<file path="config.mk">
export PLATFORM = sky130hd
export DESIGN_NAME = tcc_top
export DESIGN_NICKNAME = d
export VERILOG_FILES = /design/src/hw/tcc_pkg.sv /design/src/hw/tcc_edge.sv /design/src/hw/tcc_cmp.sv /design/src/hw/tcc_top.sv
export SDC_FILE = /design/constraint.sdc
export NUM_CORES = 1
export LEC_CHECK = 0
export ABC_CLOCK_PERIOD_IN_PS = 2990
export BUFFER_PORTS_ARGS = -buffer_cell sky130_fd_sc_hd__buf_2
export CAP_MARGIN = 10
export CORE_MARGIN = 8
export CORE_UTILIZATION = 59
export DETAILED_ROUTE_END_ITERATION = 16
export GPL_ROUTABILITY_DRIVEN = 0
export GPL_TIMING_DRIVEN = 0
export HOLD_SLACK_MARGIN = 0.1
export PLACE_DENSITY_LB_ADDON = 0.25
export SETUP_SLACK_MARGIN = 0.3
export SLEW_MARGIN = 20
export SYNTH_ARGS = -nofsm -noshare
export SYNTH_HDL_FRONTEND = slang
export SYNTH_SLANG_ARGS = --single-unit
</file>
<file path="constraint.sdc">
create_clock -name hclk -period 2.99 [get_ports hclk]
set_input_delay 0.598 -clock hclk [delete_from_list [all_inputs] [get_ports hclk]]
set_output_delay 0.598 -clock hclk [all_outputs]
set_load 0.05 [all_outputs]
</file>
<file path="src/hw/tcc_pkg.sv">
// Constants for the timer capture/compare block: register map, field
// positions, reset values and the edge and pin-action encodings.
// Holds definitions only; every file that uses them names them as tcc_pkg::NAME.
package tcc_pkg;

  localparam int unsigned CNT_W = 16;

  //////////////////////////////////////////////////////////////////////////////
  // Byte addresses of the word registers
  localparam logic [7:0] OFS_EDGE    = 8'h00;
  localparam logic [7:0] OFS_ACTION  = 8'h04;
  localparam logic [7:0] OFS_MASK    = 8'h08;
  localparam logic [7:0] OFS_FLAG    = 8'h0C;
  localparam logic [7:0] OFS_CTRL    = 8'h10;
  localparam logic [7:0] OFS_PINMASK = 8'h14;
  localparam logic [7:0] OFS_PINDATA = 8'h18;
  localparam logic [7:0] OFS_CAP1    = 8'h20;
  localparam logic [7:0] OFS_CAP2    = 8'h24;
  localparam logic [7:0] OFS_CAP3    = 8'h28;
  localparam logic [7:0] OFS_SHARED  = 8'h2C;
  localparam logic [7:0] OFS_CMP1    = 8'h30;
  localparam logic [7:0] OFS_CMP2    = 8'h34;
  localparam logic [7:0] OFS_CMP3    = 8'h38;
  localparam logic [7:0] OFS_CMP4    = 8'h3C;

  //////////////////////////////////////////////////////////////////////////////
  // Reset values
  localparam logic [15:0] CMP_RESET  = 16'hFFFF;
  localparam logic [7:0]  BYTE_RESET = 8'h00;
  localparam logic [4:0]  PIN_RESET  = 5'h00;

  // Field positions
  localparam int unsigned PIN_LSB   = 3;
  localparam int unsigned CTRL_FSEL = 0;
  localparam int unsigned CTRL_DIR  = 1;
  localparam int unsigned CTRL_PA3  = 2;
  localparam int unsigned LANE_HI   = 1;

  // Encodings
  localparam logic [1:0] EDGE_OFF   = 2'h0;
  localparam logic [1:0] EDGE_RISE  = 2'h1;
  localparam logic [1:0] EDGE_FALL  = 2'h2;
  localparam logic [1:0] EDGE_ANY   = 2'h3;
  localparam logic [1:0] ACT_OFF    = 2'h0;
  localparam logic [1:0] ACT_TOGGLE = 2'h1;
  localparam logic [1:0] ACT_LOW    = 2'h2;
  localparam logic [1:0] ACT_HIGH   = 2'h3;
  localparam logic [2:0] SIZE_BYTE  = 3'h0;
  localparam logic [2:0] SIZE_HALF  = 3'h1;

endpackage : tcc_pkg

</file>
<file path="src/hw/tcc_edge.sv">
// Edge detector of one capture channel with a two-bit edge selection.
// Assumes the pin is synchronous to hclk.
`timescale 1ns/1ps
module tcc_edge (
  input  wire logic       hclk,
  input  wire logic       hresetn,
  input  wire logic       pin,
  input  wire logic [1:0] edge_sel,
  output logic            hit
);

  typedef struct packed {
    logic prev;
    logic armed;
  } tcc_edge_s;

  tcc_edge_s s_q;
  tcc_edge_s s_d;
  logic      rise;
  logic      fall;

  // First sample after reset only arms, so a high pin is not a rising edge
  always_comb begin
    s_d       = s_q;
    s_d.prev  = pin;
    s_d.armed = 1'b1;
  end

  always_ff @(posedge hclk or negedge hresetn) begin
    if (!hresetn) begin
      s_q <= '0;
    end else begin
      s_q <= s_d;
    end
  end

  assign rise = s_q.armed & pin & ~s_q.prev;
  assign fall = s_q.armed & ~pin & s_q.prev;

  always_comb begin
    case (edge_sel)
      tcc_pkg::EDGE_OFF:  hit = 1'b0;
      tcc_pkg::EDGE_RISE: hit = rise;
      tcc_pkg::EDGE_FALL: hit = fall;
      tcc_pkg::EDGE_ANY:  hit = rise | fall;
    endcase
  end
endmodule : tcc_edge

</file>
<file path="src/hw/tcc_cmp.sv">
// One compare channel: 16-bit register with byte writes and its comparator.
// Assumes count_step marks the first cycle of each new count value.
`timescale 1ns/1ps
module tcc_cmp (
  input  wire logic                      hclk,
  input  wire logic                      hresetn,
  input  wire logic [tcc_pkg::CNT_W-1:0] count,
  input  wire logic                      count_step,
  input  wire logic                      wr_lo,
  input  wire logic                      wr_hi,
  input  wire logic [tcc_pkg::CNT_W-1:0] wdata,
  input  wire logic                      hold,
  input  wire logic                      load,
  input  wire logic [tcc_pkg::CNT_W-1:0] load_val,
  output logic      [tcc_pkg::CNT_W-1:0] value,
  output logic                           match
);

  typedef struct packed {
    logic [tcc_pkg::CNT_W-1:0] val;
    logic                      inhibit;
  } tcc_cmp_s;

  tcc_cmp_s s_q;
  tcc_cmp_s s_d;

  always_comb begin
    s_d = s_q;
    s_d.inhibit = wr_hi & ~hold;
    if (load) begin
      s_d.val = load_val;
    end else if (!hold) begin
      if (wr_lo) begin
        s_d.val[7:0] = wdata[7:0];
      end
      if (wr_hi) begin
        s_d.val[15:8] = wdata[15:8];
      end
    end
  end

  always_ff @(posedge hclk or negedge hresetn) begin
    if (!hresetn) begin
      s_q <= '{val: tcc_pkg::CMP_RESET, inhibit: 1'b0};
    end else begin
      s_q <= s_d;
    end
  end

  assign value = s_q.val;
  assign match = count_step & ~s_q.inhibit & (count == s_q.val);
endmodule : tcc_cmp

</file>
<file path="src/hw/tcc_top.sv">
// Timer capture/compare channels behind an AHB-Lite register slave.
// Assumes an outside counter gives the count and a one-cycle count_step.
`timescale 1ns/1ps
module tcc_top #(
  parameter int unsigned NUM_CAP = 3,
  parameter int unsigned NUM_CMP = 5
) (
  input  wire logic                      hclk,
  input  wire logic                      hresetn,
  input  wire logic                      hsel,
  input  wire logic [31:0]               haddr,
  input  wire logic [1:0]                htrans,
  input  wire logic                      hwrite,
  input  wire logic [2:0]                hsize,
  input  wire logic [31:0]               hwdata,
  input  wire logic                      hready,
  output logic                           hreadyout,
  output logic                           hresp,
  output logic [31:0]                    hrdata,
  input  wire logic [tcc_pkg::CNT_W-1:0] free_running_count,
  input  wire logic                      count_step,
  input  wire logic [NUM_CAP-1:0]        capture_pin,
  input  wire logic                      port_a_bit_three_in,
  output logic                           port_a_bit_three_oe,
  output logic [4:0]                     port_a_out,
  output logic                           timer_irq
);

  if (NUM_CAP != 3 || NUM_CMP != 5) begin : g_check
    $error("tcc_top serves three capture and five compare channels");
  end

  localparam int unsigned NCH = NUM_CAP + 1;
  localparam logic [7:0] CAP_OFS [NCH] = '{tcc_pkg::OFS_CAP1, tcc_pkg::OFS_CAP2,
                                           tcc_pkg::OFS_CAP3, tcc_pkg::OFS_SHARED};
  localparam logic [7:0] CMP_OFS [NUM_CMP] = '{tcc_pkg::OFS_CMP1, tcc_pkg::OFS_CMP2,
                                               tcc_pkg::OFS_CMP3, tcc_pkg::OFS_CMP4,
                                               tcc_pkg::OFS_SHARED};

  typedef struct packed {
    logic [7:0]  edge_ctl;
    logic [7:0]  action;
    logic [7:0]  irq_mask;
    logic [7:0]  flag;
    logic        fsel;
    logic        dir;
    logic [4:0]  pin_mask;
    logic [4:0]  pin_data;
    logic [4:0]  pa;
    logic [3:0]  blk;
    logic [3:0]  pend;
    logic        wr_pend;
    logic [7:0]  wr_addr;
    logic [3:0]  wr_lanes;
    logic [31:0] rdata;
  } tcc_ctl_s;

  // Capture data is kept apart: it has no reset at all
  typedef struct packed {
    logic [NUM_CAP-1:0][tcc_pkg::CNT_W-1:0] cap;
    logic [NCH-1:0][tcc_pkg::CNT_W-1:0]     held;
  } tcc_cap_s;

  tcc_ctl_s c_q;
  tcc_ctl_s c_d;
  tcc_cap_s k_q;
  tcc_cap_s k_d;

  //////////////////////////////////////////////////////////////////////////////
  // Byte lanes of an access; used for the address and data phases
  function automatic logic [3:0] lanes_f(input logic [2:0] size, input logic [1:0] a);
    if (size == tcc_pkg::SIZE_BYTE) begin
      lanes_f = 4'(4'h1 << a);
    end else if (size == tcc_pkg::SIZE_HALF) begin
      lanes_f = a[1] ? 4'hC : 4'h3;
    end else begin
      lanes_f = 4'hF;
    end
  endfunction : lanes_f

  logic                      acc;
  logic                      acc_rd;
  logic                      acc_wr;
  logic [3:0]                rd_lanes;
  logic [31:0]               rd_word;
  logic [NCH-1:0]            hit;
  logic [NCH-1:0]            evt;
  logic [NCH-1:0]            go;
  logic [tcc_pkg::CNT_W-1:0] wval [NCH];
  logic [NUM_CMP-1:0]        match;
  logic [NUM_CMP-1:0]        act;
  logic [tcc_pkg::CNT_W-1:0] cmp_val [NUM_CMP];
  logic [7:0]                flag_set;
  logic [7:0]                flag_clr;
  logic [NCH-1:0]            cap_src;

  //////////////////////////////////////////////////////////////////////////////
  // Bus slave: a read behind a write waits one cycle so it sees new data
  assign acc       = hsel & htrans[1] & hready;
  assign acc_wr    = acc & hwrite;
  assign acc_rd    = acc & ~hwrite & ~c_q.wr_pend;
  assign hreadyout = ~(c_q.wr_pend & hsel & htrans[1] & ~hwrite);
  assign hresp     = 1'b0;
  assign hrdata    = c_q.rdata;
  assign rd_lanes  = lanes_f(hsize, haddr[1:0]);

  always_comb begin
    rd_word = '0;
    if (haddr[31:8] == '0) begin
      unique case ({haddr[7:2], 2'h0})
        tcc_pkg::OFS_EDGE:    rd_word = 32'(c_q.edge_ctl);
        tcc_pkg::OFS_ACTION:  rd_word = 32'(c_q.action);
        tcc_pkg::OFS_MASK:    rd_word = 32'(c_q.irq_mask);
        tcc_pkg::OFS_FLAG:    rd_word = 32'(c_q.flag);
        tcc_pkg::OFS_CTRL:    rd_word = 32'({c_q.pa[0], c_q.dir, c_q.fsel});
        tcc_pkg::OFS_PINMASK: rd_word = 32'({c_q.pin_mask, 3'h0});
        tcc_pkg::OFS_PINDATA: rd_word = 32'({c_q.pin_data, 3'h0});
        tcc_pkg::OFS_CAP1:    rd_word = 32'(k_q.cap[0]);
        tcc_pkg::OFS_CAP2:    rd_word = 32'(k_q.cap[1]);
        tcc_pkg::OFS_CAP3:    rd_word = 32'(k_q.cap[2]);
        tcc_pkg::OFS_SHARED:  rd_word = 32'(cmp_val[4]);
        tcc_pkg::OFS_CMP1:    rd_word = 32'(cmp_val[0]);
        tcc_pkg::OFS_CMP2:    rd_word = 32'(cmp_val[1]);
        tcc_pkg::OFS_CMP3:    rd_word = 32'(cmp_val[2]);
        tcc_pkg::OFS_CMP4:    rd_word = 32'(cmp_val[3]);
        default:              rd_word = '0;
      endcase
    end
  end

  //////////////////////////////////////////////////////////////////////////////
  // Capture channels
  // a driven bit three is seen from its own output
  assign cap_src = {port_a_bit_three_oe ? c_q.pa[0] : port_a_bit_three_in, capture_pin};

  for (genvar i = 0; i < NCH; i++) begin : g_cap
    tcc_edge u_edge (
      .hclk     (hclk),
      .hresetn  (hresetn),
      .pin      (cap_src[i]),
      .edge_sel (c_q.edge_ctl[7 - 2 * ((i + 1) % NCH) -: 2]),
      .hit      (hit[i])
    );
    // channel four captures only when selected
    if (i == NUM_CAP) begin : g_sh
      assign evt[i] = hit[i] & c_q.fsel;
    end else begin : g_pl
      assign evt[i] = hit[i];
    end
    // a held capture goes in once unblocked
    assign go[i]   = (evt[i] | c_q.pend[i]) & ~c_q.blk[i];
    assign wval[i] = evt[i] ? free_running_count : k_q.held[i];
  end

  //////////////////////////////////////////////////////////////////////////////
  // Compare channels; index four is the shared register
  for (genvar j = 0; j < NUM_CMP; j++) begin : g_cmp
    logic sh;
    assign sh = (j == NUM_CMP - 1);
    tcc_cmp u_cmp (
      .hclk       (hclk),
      .hresetn    (hresetn),
      .count      (free_running_count),
      .count_step (count_step),
      .wr_lo      (c_q.wr_pend & (c_q.wr_addr == CMP_OFS[j]) & c_q.wr_lanes[0]),
      .wr_hi      (c_q.wr_pend & (c_q.wr_addr == CMP_OFS[j]) & c_q.wr_lanes[tcc_pkg::LANE_HI]),
      .wdata      (hwdata[tcc_pkg::CNT_W-1:0]),
      .hold       (sh & c_q.fsel),
      .load       (sh & go[NCH-1]),
      .load_val   (wval[NCH-1]),
      .value      (cmp_val[j]),
      .match      (match[j])
    );
  end

  // fifth compare only when not capturing
  assign act = {match[4] & ~c_q.fsel, match[3:0]};

  // flag sources, bit for bit with the mask
  assign flag_set = {act[0], act[1], act[2], act[3], c_q.fsel ? evt[3] : act[4],
                     evt[0], evt[1], evt[2]};
  assign flag_clr = (c_q.wr_pend && c_q.wr_addr == tcc_pkg::OFS_FLAG && c_q.wr_lanes[0])
                    ? hwdata[7:0] : 8'h00;

  //////////////////////////////////////////////////////////////////////////////
  // Next state
  always_comb begin
    c_d         = c_q;
    k_d         = k_q;
    c_d.blk     = '0;
    c_d.wr_pend = 1'b0;
    if (acc_wr) begin
      // Word address only, so a byte write to an upper lane still decodes
      c_d.wr_pend  = (haddr[31:8] == '0);
      c_d.wr_addr  = {haddr[7:2], 2'h0};
      c_d.wr_lanes = lanes_f(hsize, haddr[1:0]);
    end
    if (acc_rd) begin
      c_d.rdata = rd_word;
      for (int i = 0; i < NCH; i++) begin
        if (haddr[31:8] == '0 && {haddr[7:2], 2'h0} == CAP_OFS[i] && rd_lanes[tcc_pkg::LANE_HI]) begin
          c_d.blk[i] = 1'b1;
        end
      end
    end
    if (c_q.wr_pend && c_q.wr_lanes[0]) begin
      unique case (c_q.wr_addr)
        tcc_pkg::OFS_EDGE:    c_d.edge_ctl = hwdata[7:0];
        tcc_pkg::OFS_ACTION:  c_d.action   = hwdata[7:0];
        tcc_pkg::OFS_MASK:    c_d.irq_mask = hwdata[7:0];
        tcc_pkg::OFS_PINMASK: c_d.pin_mask = hwdata[7:tcc_pkg::PIN_LSB];
        tcc_pkg::OFS_PINDATA: c_d.pin_data = hwdata[7:tcc_pkg::PIN_LSB];
        tcc_pkg::OFS_CTRL: begin
          c_d.fsel  = hwdata[tcc_pkg::CTRL_FSEL];
          c_d.dir   = hwdata[tcc_pkg::CTRL_DIR];
          c_d.pa[0] = hwdata[tcc_pkg::CTRL_PA3];
        end
        default: ;
      endcase
    end

    // Set wins over a clear in the same cycle
    c_d.flag = (c_q.flag & ~flag_clr) | flag_set;

    for (int i = 0; i < NCH; i++) begin
      c_d.pend[i] = (evt[i] | c_q.pend[i]) & c_q.blk[i];
      if (evt[i]) begin
        k_d.held[i] = free_running_count;
      end
    end
    for (int i = 0; i < NUM_CAP; i++) begin
      if (go[i]) begin
        k_d.cap[i] = wval[i];
      end
    end

    // pin actions of channels two to five
    for (int j = 1; j < NUM_CMP; j++) begin
      if (act[j]) begin
        unique case (c_q.action[9 - 2 * j -: 2])
          tcc_pkg::ACT_OFF:    ;
          tcc_pkg::ACT_TOGGLE: c_d.pa[4 - j] = ~c_d.pa[4 - j];
          tcc_pkg::ACT_LOW:    c_d.pa[4 - j] = 1'b0;
          tcc_pkg::ACT_HIGH:   c_d.pa[4 - j] = 1'b1;
        endcase
      end
    end
    // channel one drives the masked pins last, so it wins
    if (act[0]) begin
      c_d.pa = (c_d.pa & ~c_q.pin_mask) | (c_q.pin_data & c_q.pin_mask);
    end
  end

  always_ff @(posedge hclk or negedge hresetn) begin
    if (!hresetn) begin
      // bit three driven as a compare output after reset
      c_q <= '{edge_ctl: tcc_pkg::BYTE_RESET, action: tcc_pkg::BYTE_RESET,
               irq_mask: tcc_pkg::BYTE_RESET, flag: tcc_pkg::BYTE_RESET,
               fsel: 1'b0, dir: 1'b0, pin_mask: tcc_pkg::PIN_RESET,
               pin_data: tcc_pkg::PIN_RESET, pa: tcc_pkg::PIN_RESET,
               blk: '0, pend: '0, wr_pend: 1'b0, wr_addr: '0, wr_lanes: '0, rdata: '0};
    end else begin
      c_q <= c_d;
    end
  end

  // latched on the edge, count stands still
  always_ff @(posedge hclk) begin
    k_q <= k_d;
  end

  //////////////////////////////////////////////////////////////////////////////
  // Pins and interrupt
  // Bit three drives when it is a compare output or set as output
  assign port_a_bit_three_oe = c_q.dir | ~c_q.fsel;
  assign port_a_out          = c_q.pa;
  assign timer_irq           = |(c_q.flag & c_q.irq_mask);
endmodule : tcc_top

</file>
=== Word-level counts from Yosys, hierarchy flattened ===
Cells that the tools add are included.

* Equality and inequality tests: 56
* Shifts and indexed selects: 1
* Muxes and demuxes: 37
* Bitwise gates (word level): 102
* Reduce and logical (&&, ||, !) cells: 30

{| class="wikitable"
|+ Operator list
! kind !! number
|-
| $pmux 16 s15 || 1
|-
| $mux 16 || 6
|-
| $eq 16x16->1 || 5
|-
| $eq 6x4->1 const B || 13
|-
| $and 1x1->1 || 60
|-
| $eq 6x3->1 const B || 6
|-
| $eq 2x2->1 const B || 16
|-
| $mux 32 || 1
|-
| $not 1->1 || 25
|-
| $eq 6x2->1 const B || 4
|-
| $logic_not 24->1 || 1
|-
| $mux 8 || 3
|-
| $mux 4 || 5
|-
| $and 8x8->8 || 2
|-
| $eq 2x1->1 const B || 8
|-
| $pmux 1 s4 || 4
|-
| $reduce_and 2->1 || 8
|-
| $mux 13 || 1
|-
| $eq 6x1->1 const B || 2
|-
| $mux 1 || 12
|-
| $pmux 1 s3 || 4
|-
| $logic_and 1x1->1 || 11
|-
| $and 5x5->5 || 2
|-
| $or 1x1->1 || 9
|-
| 13 further kinds || 17
|}

* Register bits after elaboration: 302
* Input port bits: 95
* Output and inout port bits: 41

=== Depth between registers and ports, before layout ===
Gate-level depths: netlist (run 1).

* Depth in word-level cells: 13
* Depth in mapped cells: 9

=== Hierarchy ===
From an unflattened synthesis (run 1), not the netlist that was laid out.

* Cells, all modules: 1225
* Area total of the unflattened synthesis: 14313.7 µm²

{| class="wikitable"
|+ By module, submodules not included
! module !! instances !! cells each !! area each (µm²) !! sequential area each (µm²)
|-
| tcc_top || 1 || 646 || 8558.2 || 4774.6
|-
| tcc_cmp || 5 || 111 || 1091.0 || 445.4
|-
| tcc_edge || 4 || 6 || 75.1 || 50.0
|}

=== Worst setup path before layout (run 1) ===
No wires, ideal clock.

* Kind: register -> register
* Start point: register c_q[69] (netlist bit)
* End point: register g_cmp[4].u_cmp.s_q, in the netlist g_cmp[4].u_cmp.value[10]
* Arrival: 2.510 ns
* Path slack: 0.398 ns
* Cell stages (with the launch flop): 9
* Cell sequence: dfrtp_1 > nand2b_1 > mux2_2 > mux2i_1 > and3_1 > buf_2 > buf_2 > mux2_2 > mux2_2

* Elaborated cells on any way between the ends: 18

{| class="wikitable"
|+ RTL lines
! element !! RTL line !! source
|-
| start: declaration || tcc_top.sv:64 || <nowiki>tcc_ctl_s c_q;</nowiki>
|-
| start signal: assignment || tcc_top.sv:257 || <nowiki>c_q <= '{edge_ctl: tcc_pkg::BYTE_RESET, action: tcc_pkg::BYTE_RESET,</nowiki>
|-
| $not 1->1 * || tcc_top.sv:275 || <nowiki>assign port_a_bit_three_oe = c_q.dir | ~c_q.fsel;</nowiki>
|-
| $or 1x1->1 * || tcc_top.sv:275 ||
|-
| net port_a_bit_three_oe || tcc_top.sv:24 || <nowiki>output logic port_a_bit_three_oe,</nowiki>
|-
| $mux 1 * || tcc_top.sv:134 || <nowiki>assign cap_src = {port_a_bit_three_oe ? c_q.pa[0] : port_a_bit_three_in, capture_pin};</nowiki>
|-
| net g_cap[3].u_edge.pin || tcc_edge.sv:7 || <nowiki>input wire logic pin,</nowiki>
|-
| $not 1->1 || tcc_edge.sv:38 || <nowiki>assign fall = s_q.armed & ~pin & s_q.prev;</nowiki>
|-
| $and 1x1->1 (2 in a row) || tcc_edge.sv:38 ||
|-
| $or 1x1->1 || tcc_edge.sv:45 || <nowiki>tcc_pkg::EDGE_ANY: hit = rise | fall;</nowiki>
|-
| $pmux 1 s4 * || tcc_edge.sv:41 || <nowiki>case (edge_sel)</nowiki>
|-
| $and 1x1->1 * || tcc_top.sv:146 || <nowiki>assign evt[i] = hit[i] & c_q.fsel;</nowiki>
|-
| $mux 16 * || - ||
|-
| net g_cmp[0].u_cmp.load_val (one bit) || tcc_cmp.sv:14 || <nowiki>input wire logic [tcc_pkg::CNT_W-1:0] load_val,</nowiki>
|-
| $mux 16 * || tcc_cmp.sv:30 || <nowiki>if (load) begin</nowiki>
|-
| end signal: assignment || tcc_cmp.sv:44 || <nowiki>s_q <= '{val: tcc_pkg::CMP_RESET, inhibit: 1'b0};</nowiki>
|-
| end: declaration || tcc_cmp.sv:24 || <nowiki>tcc_cmp_s s_q;</nowiki>
|}

Mark *: on every way through the listed nets, which the timed path passes. The rest lies on a longest branch.
A chain may end at the register's enable or synchronous reset.

=== Worst setup path after layout (run 1) ===
* Start point: input port haddr[4]
* End point: register c_q, in the netlist hrdata[0]

* Longest elaborated chain between the ends: 3
* Elaborated cells on any way between the ends: 17

{| class="wikitable"
|+ RTL lines
! element !! RTL line !! source
|-
| start: declaration || tcc_top.sv:11 || <nowiki>input wire logic [31:0] haddr,</nowiki>
|-
| $eq 6x4->1 (tied with other cells) || tcc_top.sv:110 || <nowiki>unique case ({haddr[7:2], 2'h0})</nowiki>
|-
| $pmux 16 s15 * || tcc_top.sv:110 ||
|-
| $mux 32 * || tcc_top.sv:109 || <nowiki>if (haddr[31:8] == '0) begin</nowiki>
|}

Every way passes the cells marked *; elsewhere a longest branch is shown, timed or not.

==> summary.txt, run 1 <==
Setup path
  – Crit Path Max Fanout: 10
  – Worst Path Buf+Inv: 3
  – CP Launch Point: haddr[4]
  – Critical path required time: between 3 and 4 ns
  – CP endpoint kind: flip-flop
  – Sequence of cells on the critical path: buf_2 -> or4b_2 -> clkbuf_1 -> nor2_1 -> buf_2 -> a22oi_1 -> nand4_1 -> a22o_1
  – Reg-to-reg startpoint: c_q[69]$_DFFE_PN0P_
  – CP delay by family, top: simple AND/OR/NAND/NOR gates
  – Startpoint Class: primary input
  – Most used cell, CP: buf_2
  – Setup CP Type: in2reg
  – CP Data Arrival Time: around 3.2 ns
  – Slowest stage delay, CP: 0.65 ns
  – Max stage delay cell, worst path: or4b_2

CTS
  – H-tree depth: 1
  – Clock buffer depth: 3
  – Clock sink count: between 200 and 300
  – Worst skew pair latency: between 0.5 and 0.6 ns
  – Clock transition at path regs: 0.06 ns
  – TritonCTS buffer count: 28
  – Root Driver: clkbuf_16
  – CTS tree: done

Final layout
  – Fillers: around 1,600
  – Most frequent cells in the layout: mux2_2, dfrtp_1, buf_2
  – Fin nets: 1,254
  – Post-route cell area: about 15,000 um2
  – Area of the multi-input gates: 5280 um2
  – Ant. Diodes: 0
  – Layout cells sized above 1: 0.404
  – Most common cell after layout, fill and taps aside: mux2_2
  – Register area: 7130 um2
  – Fin util: 0.684
  – Layout area overhead: 15.0%

Min path
  – Worst hold start: capture_pin[2]
  – Hold Crit Class: in2reg

Timing
  – Min Tclk post-route: ~2.7 ns
  – Final setup violation count: 0
  – Worst Max-Slew Pin Slew: between 1 and 1.5 ns
  – RSZ-0062 raised after global routing: true
  – Crit share post-route: 0.892
  – Worst Skew: ~0.011 ns
  – Max Slew Vio Count: 0
  – Final setup TNS: 0 ns
  – Max Fclk: 375 MHz
  – Worst slew margin: 0.324
  – Hold Violations, Final: 0

Pwr
  – Leak pwr: 6.00 nW
  – Maximum VDD drop: about 700 uV
  – Pwr/cell area: about 640 nW/um2
  – Total power: approximately 0.0095 W

Floorplanning
  – Chip height: between 150 and 200 um
  – I/O pin cnt: ~140
  – Die X-Extent: approximately 160 um
  – # rows: 54
  – Die area: 26,800 um2
  – Initial core utilization: 0.595
  – Core area: 21,600 um2

Yosys
  – EDFF count, synth: 48
  – Mapped cell area: about 13,000 um2
  – Cell count after synthesis: between 1,000 and 1,500
  – Post-synth top flop: dfrtp_1
  – Post-synth top area share: 0.179
  – Main area contributors after synthesis: dfrtp_1, mux2_2, dfstp_2
  – #FFs+latches synth: around 280
  – Synth area leader: dfrtp_1
  – Synth warnings: 0
  – Post-Syn Area per Cell: ~12 um2
  – Ys async rst share: 0.606
  – Cell variety after synth: 57
  – Sequential share of the synthesized area: 0.554

GRT
  – Vias in the first global route: 8,882
  – Total GRT Usage: 0.267
  – First-pass GRT wire length: roughly 54,000 um
  – GR Overflow Total: 0
  – Largest net degree at the start of global routing: 101
  – Antenna violations before repair: 1

Placed design
  – Number of buffers added on ports: 80
  – Placed cell area: ~14,000 um2
  – DP HPWL: around 26,000 um

Drt
  – DRC: 0
  – DR WL/cell: 24.8 um
  – Drt pass-1 iters: 5
  – Vias per inst: approximately 6.3
  – Final WL: 36,200 um
  – Vias: 9,163
  – Remaining antenna violation count after routing: 0
  – Drt initial violations: just over 1,000

Flow run
  – Max-Cap Viols: 0

Outcome
  – Status: finished, final reports clean
==> metal layers <==
layer / part of all wire / wire length, um / GRT usage / vias to the layer above
li1: - / - / - / 3987
met1: 0.41 / 14900 / 0.371 / 4560
met2: 0.44 / 16000 / 0.403 / 531
met3: 0.11 / 4040 / 0.0567 / 83
met4: 0.035 / 1270 / 0.102 / 2
met5: 0.00028 / 10 / 0 / -
==> logic make-up (layout without fill, tap and decap cells) <==
kind of cell / Yosys count / in the layout / synth area share
buffers and inverters: 100 / 236 / 0.0421
DFF: 284 / 284 / 0.554
other: 2 / 18 / 0.000584
xor gates and xnor gates: 76 / 76 / 0.0518
and+or+nand+nor: 222 / 222 / 0.0918
AOI/OAI and AO/OA: 143 / 143 / 0.0825
muxes: 202 / 202 / 0.177
==> Yosys cell counts (all sizes together), types with 5 or more instances <==
cell type	number
mux2	192
dfrtp	92
dfstp	80
xnor2	73
nand2	72
dfxtp	64
a22oi	55
buf	53
edfxtp	48
clkbuf	36
nand4	32
nor2	30
o21ai	30
a22o	24
nor3	18
a222oi	12
inv	11
nand3	11
nor2b	11
and3	10
mux2i	10
nor4	9
nand2b	7
a21oi	5
==> repair_timing <==
item / 4_1_cts / 5_1_grt
resized for setup: 6 / 13
hold buffers: 1 / 0
buffers inserted: 0 / 2
setup endpoints to repair: 15 / 64
hold endpoints to repair: 46 / 0
pin swaps: 0 / 1
==> stage by stage <==
step	setup WS (ns)	std cells	hold slack, ns
after detailed placement	-0.263	1406	0.451
after floorplan	0.398	1045	0.302
final	0.323	1461	0.185
after global placement	-1.32	1405	0.437
after CTS	0.305	1459	0.168
after global routing	0.298	1461	0.175
==> worst paths after layout <==
kind | cells after the start | endpoint | slack [ns]
setup / recovery | 8 | hrdata[0]$_DFFE_PN0P_ | 0.32
hold / removal | 1 | g_cap[2].u_edge.s_q[1]$_DFF_PN0_ | 0.18
setup reg to reg | 9 | g_cmp[4].u_cmp.value[6]$_DFFE_PN1P_ | 0.34
hold reg to reg | 1 | k_q[14]$_DFF_P_ | 0.47
max in group asynchronous | 3 | g_cmp[1].u_cmp.value[2]$_DFFE_PN1P_ | 1.44
min in group asynchronous | 2 | c_q[96]$_DFFE_PN0P_ | 0.62
==> where the power goes <==
group / total (W) / leakage, nW / internal, W / switching (W)
clock: 0.00378 / 0.484 / 0.00227 / 0.00151
sequential: 0.00465 / 2.92 / 0.00442 / 0.000233
combinational: 0.00109 / 2.60 / 0.000515 / 0.000574
==> area by class of cell <==
type	instances	area share
Sequential cell	284	0.482
Buffer	89	0.0354
Multi-Input combinational cell	661	0.357
Tap cell	280	0.0237
Clock inverter	17	0.0146
Timing Repair Buffer	84	0.0313
Clock buffer	35	0.0526
Inverter	11	0.00279
==> sequential cells by signal, indices dropped and copies added, names as in the netlist, named ones only <==
name	flops
c_q	61
hrdata	16
k_q	112
g_cmp.u_cmp.value	80
g_cmp.u_cmp.s_q	5
port_a_out	4
g_cap.u_edge.s_q	5
No activity file was read; power rests on OpenSTA's default activity.
==> run 2, diff against run 1 <==
--- a/config.mk
+++ b/config.mk
@@ -8,7 +8,6 @@
 export ABC_CLOCK_PERIOD_IN_PS = 2990
 export BUFFER_PORTS_ARGS = -buffer_cell sky130_fd_sc_hd__buf_2
 export CAP_MARGIN = 10
-export CORE_MARGIN = 8
 export CORE_UTILIZATION = 59
 export DETAILED_ROUTE_END_ITERATION = 16
 export GPL_ROUTABILITY_DRIVEN = 0
==> summary.txt, run 2 (same netlist as run 1, synthesis figures left out) <==
Outcome
  – Status: finished, final reports clean

Setup path
  – R2r worst-path depth: 8
  – Setup CP Type: in2reg
  – Worst R2R End: g_cmp[4].u_cmp.value[7]$_DFFE_PN1P_
  – Most used cell, CP: buf_2
  – Worst Path Buf+Inv: 3
  – Max stage delay cell, worst path: or4b_2
  – CP Data Arrival Time: 3.16 ns
  – Reg-to-reg startpoint: c_q[69]$_DFFE_PN0P_
  – Slowest stage delay, CP: 0.71 ns
  – CP delay by family, top: simple AND/OR/NAND/NOR gates
  – Critical path required time: 3.48 ns
  – R2r setup slk: ~0.35 ns
  – CP endpoint kind: flip-flop
  – Crit Path Max Fanout: 10
  – Startpoint Class: primary input
  – Sequence of cells on the critical path: buf_2 -> or4b_2 -> clkbuf_1 -> nor2_1 -> buf_2 -> a22oi_1 -> nand4_1 -> a22o_1

Timing
  – Max Fclk: 375 MHz
  – Crit share post-route: 0.893
  – RSZ-0062 raised after global routing: false
  – Worst Skew: 0.0113 ns
  – Worst Max-Slew Pin Slew: between 1 and 1.5 ns
  – Hold Violations, Final: 0
  – Final setup violation count: 0
  – Worst slew margin: 0.293
  – Min Tclk post-route: around 2.7 ns
  – Max Slew Vio Count: 0

Final layout
  – Fin util: 0.694
  – Most common cell after layout, fill and taps aside: mux2_2
  – Ant. Diodes: 0
  – Fillers: 1,576
  – Max reg flops: 112
  – Layout area overhead: 14.6%
  – Most flops, register: k_q
  – Layout cells sized above 1: 0.401
  – Fin nets: 1,257
  – Most frequent cells in the layout: mux2_2, dfrtp_1, buf_2

Floorplanning
  – Chip height: about 150 um
  – Core area: 21,200 um2
  – I/O pin cnt: 136
  – Initial core utilization: 0.606
  – Die X-Extent: 150 um
  – # rows: 53
  – Die area: 22,400 um2

GRT
  – GR Overflow Total: 0
  – Grt peak-use layer: met2
  – Vias in the first global route: 8,986
  – Largest net degree at the start of global routing: 80
  – GR Util met2: 0.481
  – Antenna violations before repair: 0
  – First-pass GRT wire length: 53,200 um
  – Grt met3 use: 0.0854
  – Total GRT Usage: 0.326
  – Grt met1 use: 0.453

Drt
  – Drt initial violations: 848
  – Drt pass-1 iters: 6
  – Vias: 9,099
  – DR WL/cell: 24.1 um
  – Remaining antenna violation count after routing: 0
  – DRC: 0
  – Vias per inst: 6.24
  – Final WL: 35,200 um

Pwr
  – Maximum VDD drop: approximately 600 uV
  – Leak pwr: 5.99 nW
  – Pwr/cell area: roughly 630 nW/um2
  – Total power: 0.00924 W

CTS
  – TritonCTS buffer count: 28
  – CTS tree: done
  – Worst skew pair latency: between 0.5 and 0.6 ns
  – Clock transition at path regs: approximately 0.060 ns
  – H-tree depth: 1
  – Root Driver: clkbuf_16
  – Clock sink count: 284
  – Clock buffer depth: 3

Min path
  – Hold Crit Class: in2reg
  – Worst hold stages: 1
  – Worst hold start: capture_pin[2]
  – WHS Endpoint: g_cap[2].u_edge.s_q[1]$_DFF_PN0_

Placed design
  – DP HPWL: 25,600 um
  – Number of buffers added on ports: 80

Flow run
  – Max-Cap Viols: 0
-- run 2: cell count changes in the layout (fill, tap and decap cells not counted), sizes merged --
| cell | delta |
|---|---|
| bufinv | -3 |
| buf | +1 |
| clkbuf | +6 |
| clkinvlp | -1 |
-- run 2: how the worst max path moves through the flow --
| stage | from | end | slack [ns] | cells after the start |
|---|---|---|---|---|
| 6_report | haddr[4] | hrdata[12]$_DFFE_PN0P_ | 0.32 | 8 |
| 5_1_grt | c_q[39]$_DFFE_PN0P_ | g_cmp[4].u_cmp.value[14]$_DFFE_PN1P_ | 0.31 | 7 |
| 4_1_cts | c_q[38]$_DFFE_PN0P_ | g_cmp[4].u_cmp.value[5]$_DFFE_PN1P_ | 0.32 | 7 |
| 3_5_place_dp | haddr[4] | hrdata[8]$_DFFE_PN0P_ | -0.30 | 8 |
| 3_3_place_gp | hresetn | g_cmp[1].u_cmp.s_q[0]$_DFF_PN0_ | -1.30 | 1 |
| 2_1_floorplan | c_q[69]$_DFFE_PN0P_ | g_cmp[4].u_cmp.value[10]$_DFFE_PN1P_ | 0.40 | 8 |
-- run 2: area by class of cell --
type / instances / area (um2) / share of cell area
Sequential cell: 284 / 7130 / 0.484
Multi-Input combinational cell: 661 / 5280 / 0.358
Clock buffer: 39 / 793 / 0.0539
Buffer: 89 / 515 / 0.0350
Timing Repair Buffer: 87 / 509 / 0.0346
Tap cell: 275 / 344 / 0.0234
Clock inverter: 13 / 119 / 0.00807
Inverter: 11 / 41.3 / 0.00280
-- run 2: what timing repair did --
action | CTS | global route
hold buffers | 1 | 0
setup endpoints to repair | 19 | 60
hold endpoints to repair | 23 | 0
pin swaps | 0 | 1
setup buffers | 0 | 2
resized for setup | 5 | 9
-- run 2: metrics by stage --
step                hold WS (ns)  setup WS, ns  cell area, um2  instances  setup TNS [ns]
floorplan                  0.302         0.398           12900       1045               0
global placement           0.439         -1.30           13700       1400         -143.64
detailed placement         0.451        -0.304           13800       1404           -3.14
CTS                        0.170         0.316           14700       1457               0
global route               0.166         0.310           14700       1459               0
finish                     0.180         0.320           14700       1459               0
-- run 2: worst register-to-register path, cell delays in order, from the launching register on --
cell	delay (ns)
dfrtp_2	0.48
nand2b_1	0.17
mux2_2	0.37
mux2i_1	0.23
and3_1	0.19
buf_4	0.21
buf_4	0.28
mux2_2	0.38
mux2_2	0.28
-- run 2: routing by layer --
metal,up-vias,share of wire
met5,-,0
met4,0,0.045
met3,97,0.11
met2,539,0.44
met1,4483,0.40
li1,3980,-
-- run 2: report_power, final --
| part | internal [W] | switching, W | leakage, nW |
|---|---|---|---|
| Combinational | 0.000519 | 0.000576 | 2.62 |
| Clock | 0.00202 | 0.00147 | 0.449 |
| Sequential | 0.00442 | 0.000240 | 2.92 |
==> run 3, diff against run 2 <==
--- a/config.mk
+++ b/config.mk
@@ -6,16 +6,15 @@
 export NUM_CORES = 1
 export LEC_CHECK = 0
 export ABC_CLOCK_PERIOD_IN_PS = 2990
-export BUFFER_PORTS_ARGS = -buffer_cell sky130_fd_sc_hd__buf_2
 export CAP_MARGIN = 10
-export CORE_UTILIZATION = 59
+export CORE_UTILIZATION = 64
 export DETAILED_ROUTE_END_ITERATION = 16
+export DONT_BUFFER_PORTS = 1
 export GPL_ROUTABILITY_DRIVEN = 0
 export GPL_TIMING_DRIVEN = 0
 export HOLD_SLACK_MARGIN = 0.1
 export PLACE_DENSITY_LB_ADDON = 0.25
 export SETUP_SLACK_MARGIN = 0.3
-export SLEW_MARGIN = 20
 export SYNTH_ARGS = -nofsm -noshare
 export SYNTH_HDL_FRONTEND = slang
 export SYNTH_SLANG_ARGS = --single-unit
==> summary.txt, run 3 (same netlist as run 1, synthesis figures left out) <==
Floorplanning
  – I/O pin cnt: 136
  – # rows: 51
  – Die area: 20,700 um2
  – Chip height: 144 um
  – Core area: just under 20,000 um2
  – Die X-Extent: 144 um
  – Initial core utilization: 0.656

Pwr
  – Combinational share of power: 0.104
  – Maximum VDD drop: 513 uV
  – Sequential share of power: 0.490
  – Pint: 0.00725 W
  – P_sw: 0.00225 W
  – Clock power share: 0.406
  – Pwr/cell area: 661 nW/um2
  – Leak pwr: 5.69 nW
  – Switching Share: 0.237

Setup path
  – Slowest stage delay, CP: 0.95 ns
  – Critical path required time: 3.45 ns
  – Max stage delay cell, worst path: nor2_1
  – CP endpoint kind: flip-flop
  – Sequence of cells on the critical path: nor3b_1 -> nand4_1 -> nor2_1 -> mux2_2
  – Startpoint Class: flip-flop
  – Crit Path Max Fanout: 9
  – R2r setup slk: around 0.24 ns
  – CP delay by family, top: simple AND/OR/NAND/NOR gates
  – Setup CP Type: reg2reg
  – Worst Path Buf+Inv: 0
  – CP Data Arrival Time: about 3.2 ns

Min path
  – Hold Crit Class: in2async

GRT
  – Largest net degree at the start of global routing: 173
  – Vias in the first global route: 8,721
  – First-pass GRT wire length: 52,200 um
  – GR Overflow Total: 0
  – Total GRT Usage: 0.349
  – Antenna violations before repair: 0

Drt
  – Drt pass-1 iters: 6
  – Drt initial violations: 1,209
  – DR WL/cell: 25.4 um
  – Final WL: 34,800 um
  – Vias per inst: 6.50
  – DRC: 0
  – Remaining antenna violation count after routing: 0
  – Vias: 8,904

Timing
  – Crit share post-route: 0.919
  – RSZ-0062 raised after global routing: true
  – Worst Max-Slew Pin Slew: 1.19 ns
  – Final setup violation count: 0
  – Worst Skew: about 0.025 ns
  – Final hold slack: -0.263 ns
  – Hold Violations, Final: 101
  – Min Tclk post-route: 2.75 ns
  – Max Fclk: 364 MHz
  – Worst slew margin: 0.201
  – Max Slew Vio Count: 0
  – Final setup TNS: 0 ns

Outcome
  – Failing checks: negative hold slack
  – Status: finished, violations left

Placed design
  – DP HPWL: 24,700 um
  – Number of buffers added on ports: 0

CTS
  – Clock transition at path regs: 0.06 ns
  – Root Driver: clkbuf_16
  – TritonCTS buffer count: 28
  – CTS Hold Bufs: 3
  – CTS tree: done
  – Clock sink count: 284
  – Worst skew pair latency: 0.56 ns
  – Clock buffer depth: 3
  – H-tree depth: 1

Final layout
  – Most flops, register: k_q
  – Layout cells sized above 1: 0.355
  – Most common cell after layout, fill and taps aside: mux2_2
  – Fin nets: around 1,200
  – Max reg flops: 112
  – Ant. Diodes: 0
  – Most frequent cells in the layout: mux2_2, dfrtp_1, dfstp_2
  – Layout area overhead: 11.9%

Flow run
  – Max-Cap Viols: 0
==> run 3: cell types whose count changed in the layout (fill, tap and decap cells not counted), moves of 3 or more <==
cell	before	now
clkbuf_8	3	6
nor2_2	5	1
clkinv_2	8	5
buf_2	85	6
nor2_1	25	29
bufinv_16	2	5
clkbuf_1	41	38
==> run 3: layout make-up <==
cell class / instances / area (um2)
inverter: 11 / 41.3
buffer: 89 / 520
tap: 265 / 332
timing repair buffer: 8 / 67.6
fill: 1328 / 5210
multi-input combinational: 661 / 5270
clock inverter: 14 / 203
clock buffer: 38 / 820
sequential: 284 / 7130
==> run 3: final timing paths <==
path                                        start  cells past startpoint                                    to
worst max-delay path            c_q[44]$_DFF_PN0_                      4  g_cmp[2].u_cmp.value[10]$_DFFE_PN1P_
worst min-delay path                      hresetn                      0      g_cap[2].u_edge.s_q[1]$_DFF_PN0_
worst max register to register  c_q[44]$_DFF_PN0_                      4  g_cmp[2].u_cmp.value[10]$_DFFE_PN1P_
worst min register to register    k_q[35]$_DFF_P_                      1                       k_q[35]$_DFF_P_
max in group asynchronous                 hresetn                      0   g_cmp[3].u_cmp.value[2]$_DFFE_PN1P_
min in group hclk                      hwdata[13]                      1  g_cmp[0].u_cmp.value[13]$_DFFE_PN1P_
==> run 3: timing repair <==
item                                    in CTS  in global routing
gates resized for setup                     10                  3
pin swaps                                    0                  1
hold endpoints to repair                   175                172
buffers inserted                             0                  2
endpoints found under the setup margin      26                 44
==> run 3: per-stage QoR <==
stage / power, W / instances / worst slack [ns] / cell area, um2 / utilization
5_1_grt: 0.00977 / 1370 / 0.191 / 14400 / 0.734
6_report: 0.00950 / 1370 / 0.242 / 14400 / 0.734
2_1_floorplan: 0.00538 / 1045 / 0.398 / 12900 / -
4_1_cts: 0.00948 / 1367 / 0.336 / 14300 / 0.732
3_3_place_gp: 0.00560 / 1310 / -0.181 / 13200 / 0.676
3_5_place_dp: 0.00567 / 1312 / -0.223 / 13300 / 0.677
==> run 3: power by group through the flow <==
stage,sequential [W],clock [W],combinational [W]
floorplan,0.00461,0,0.000768
finish,0.00466,0.00386,0.000990
detailed placement,0.00471,0,0.000962
CTS,0.00464,0.00386,0.000978
global placement,0.00468,0,0.000920
global route,0.00469,0.00402,0.00106
==> run 3: layer usage <==
metal,vias to the layer above,share of wire,wire (um),GRT usage
met5,-,0,0,0
met4,0,0.040,1380,0.136
met3,100,0.12,4320,0.0853
met2,597,0.43,15100,0.520
met1,4375,0.40,14000,0.494
li1,3832,-,-,-
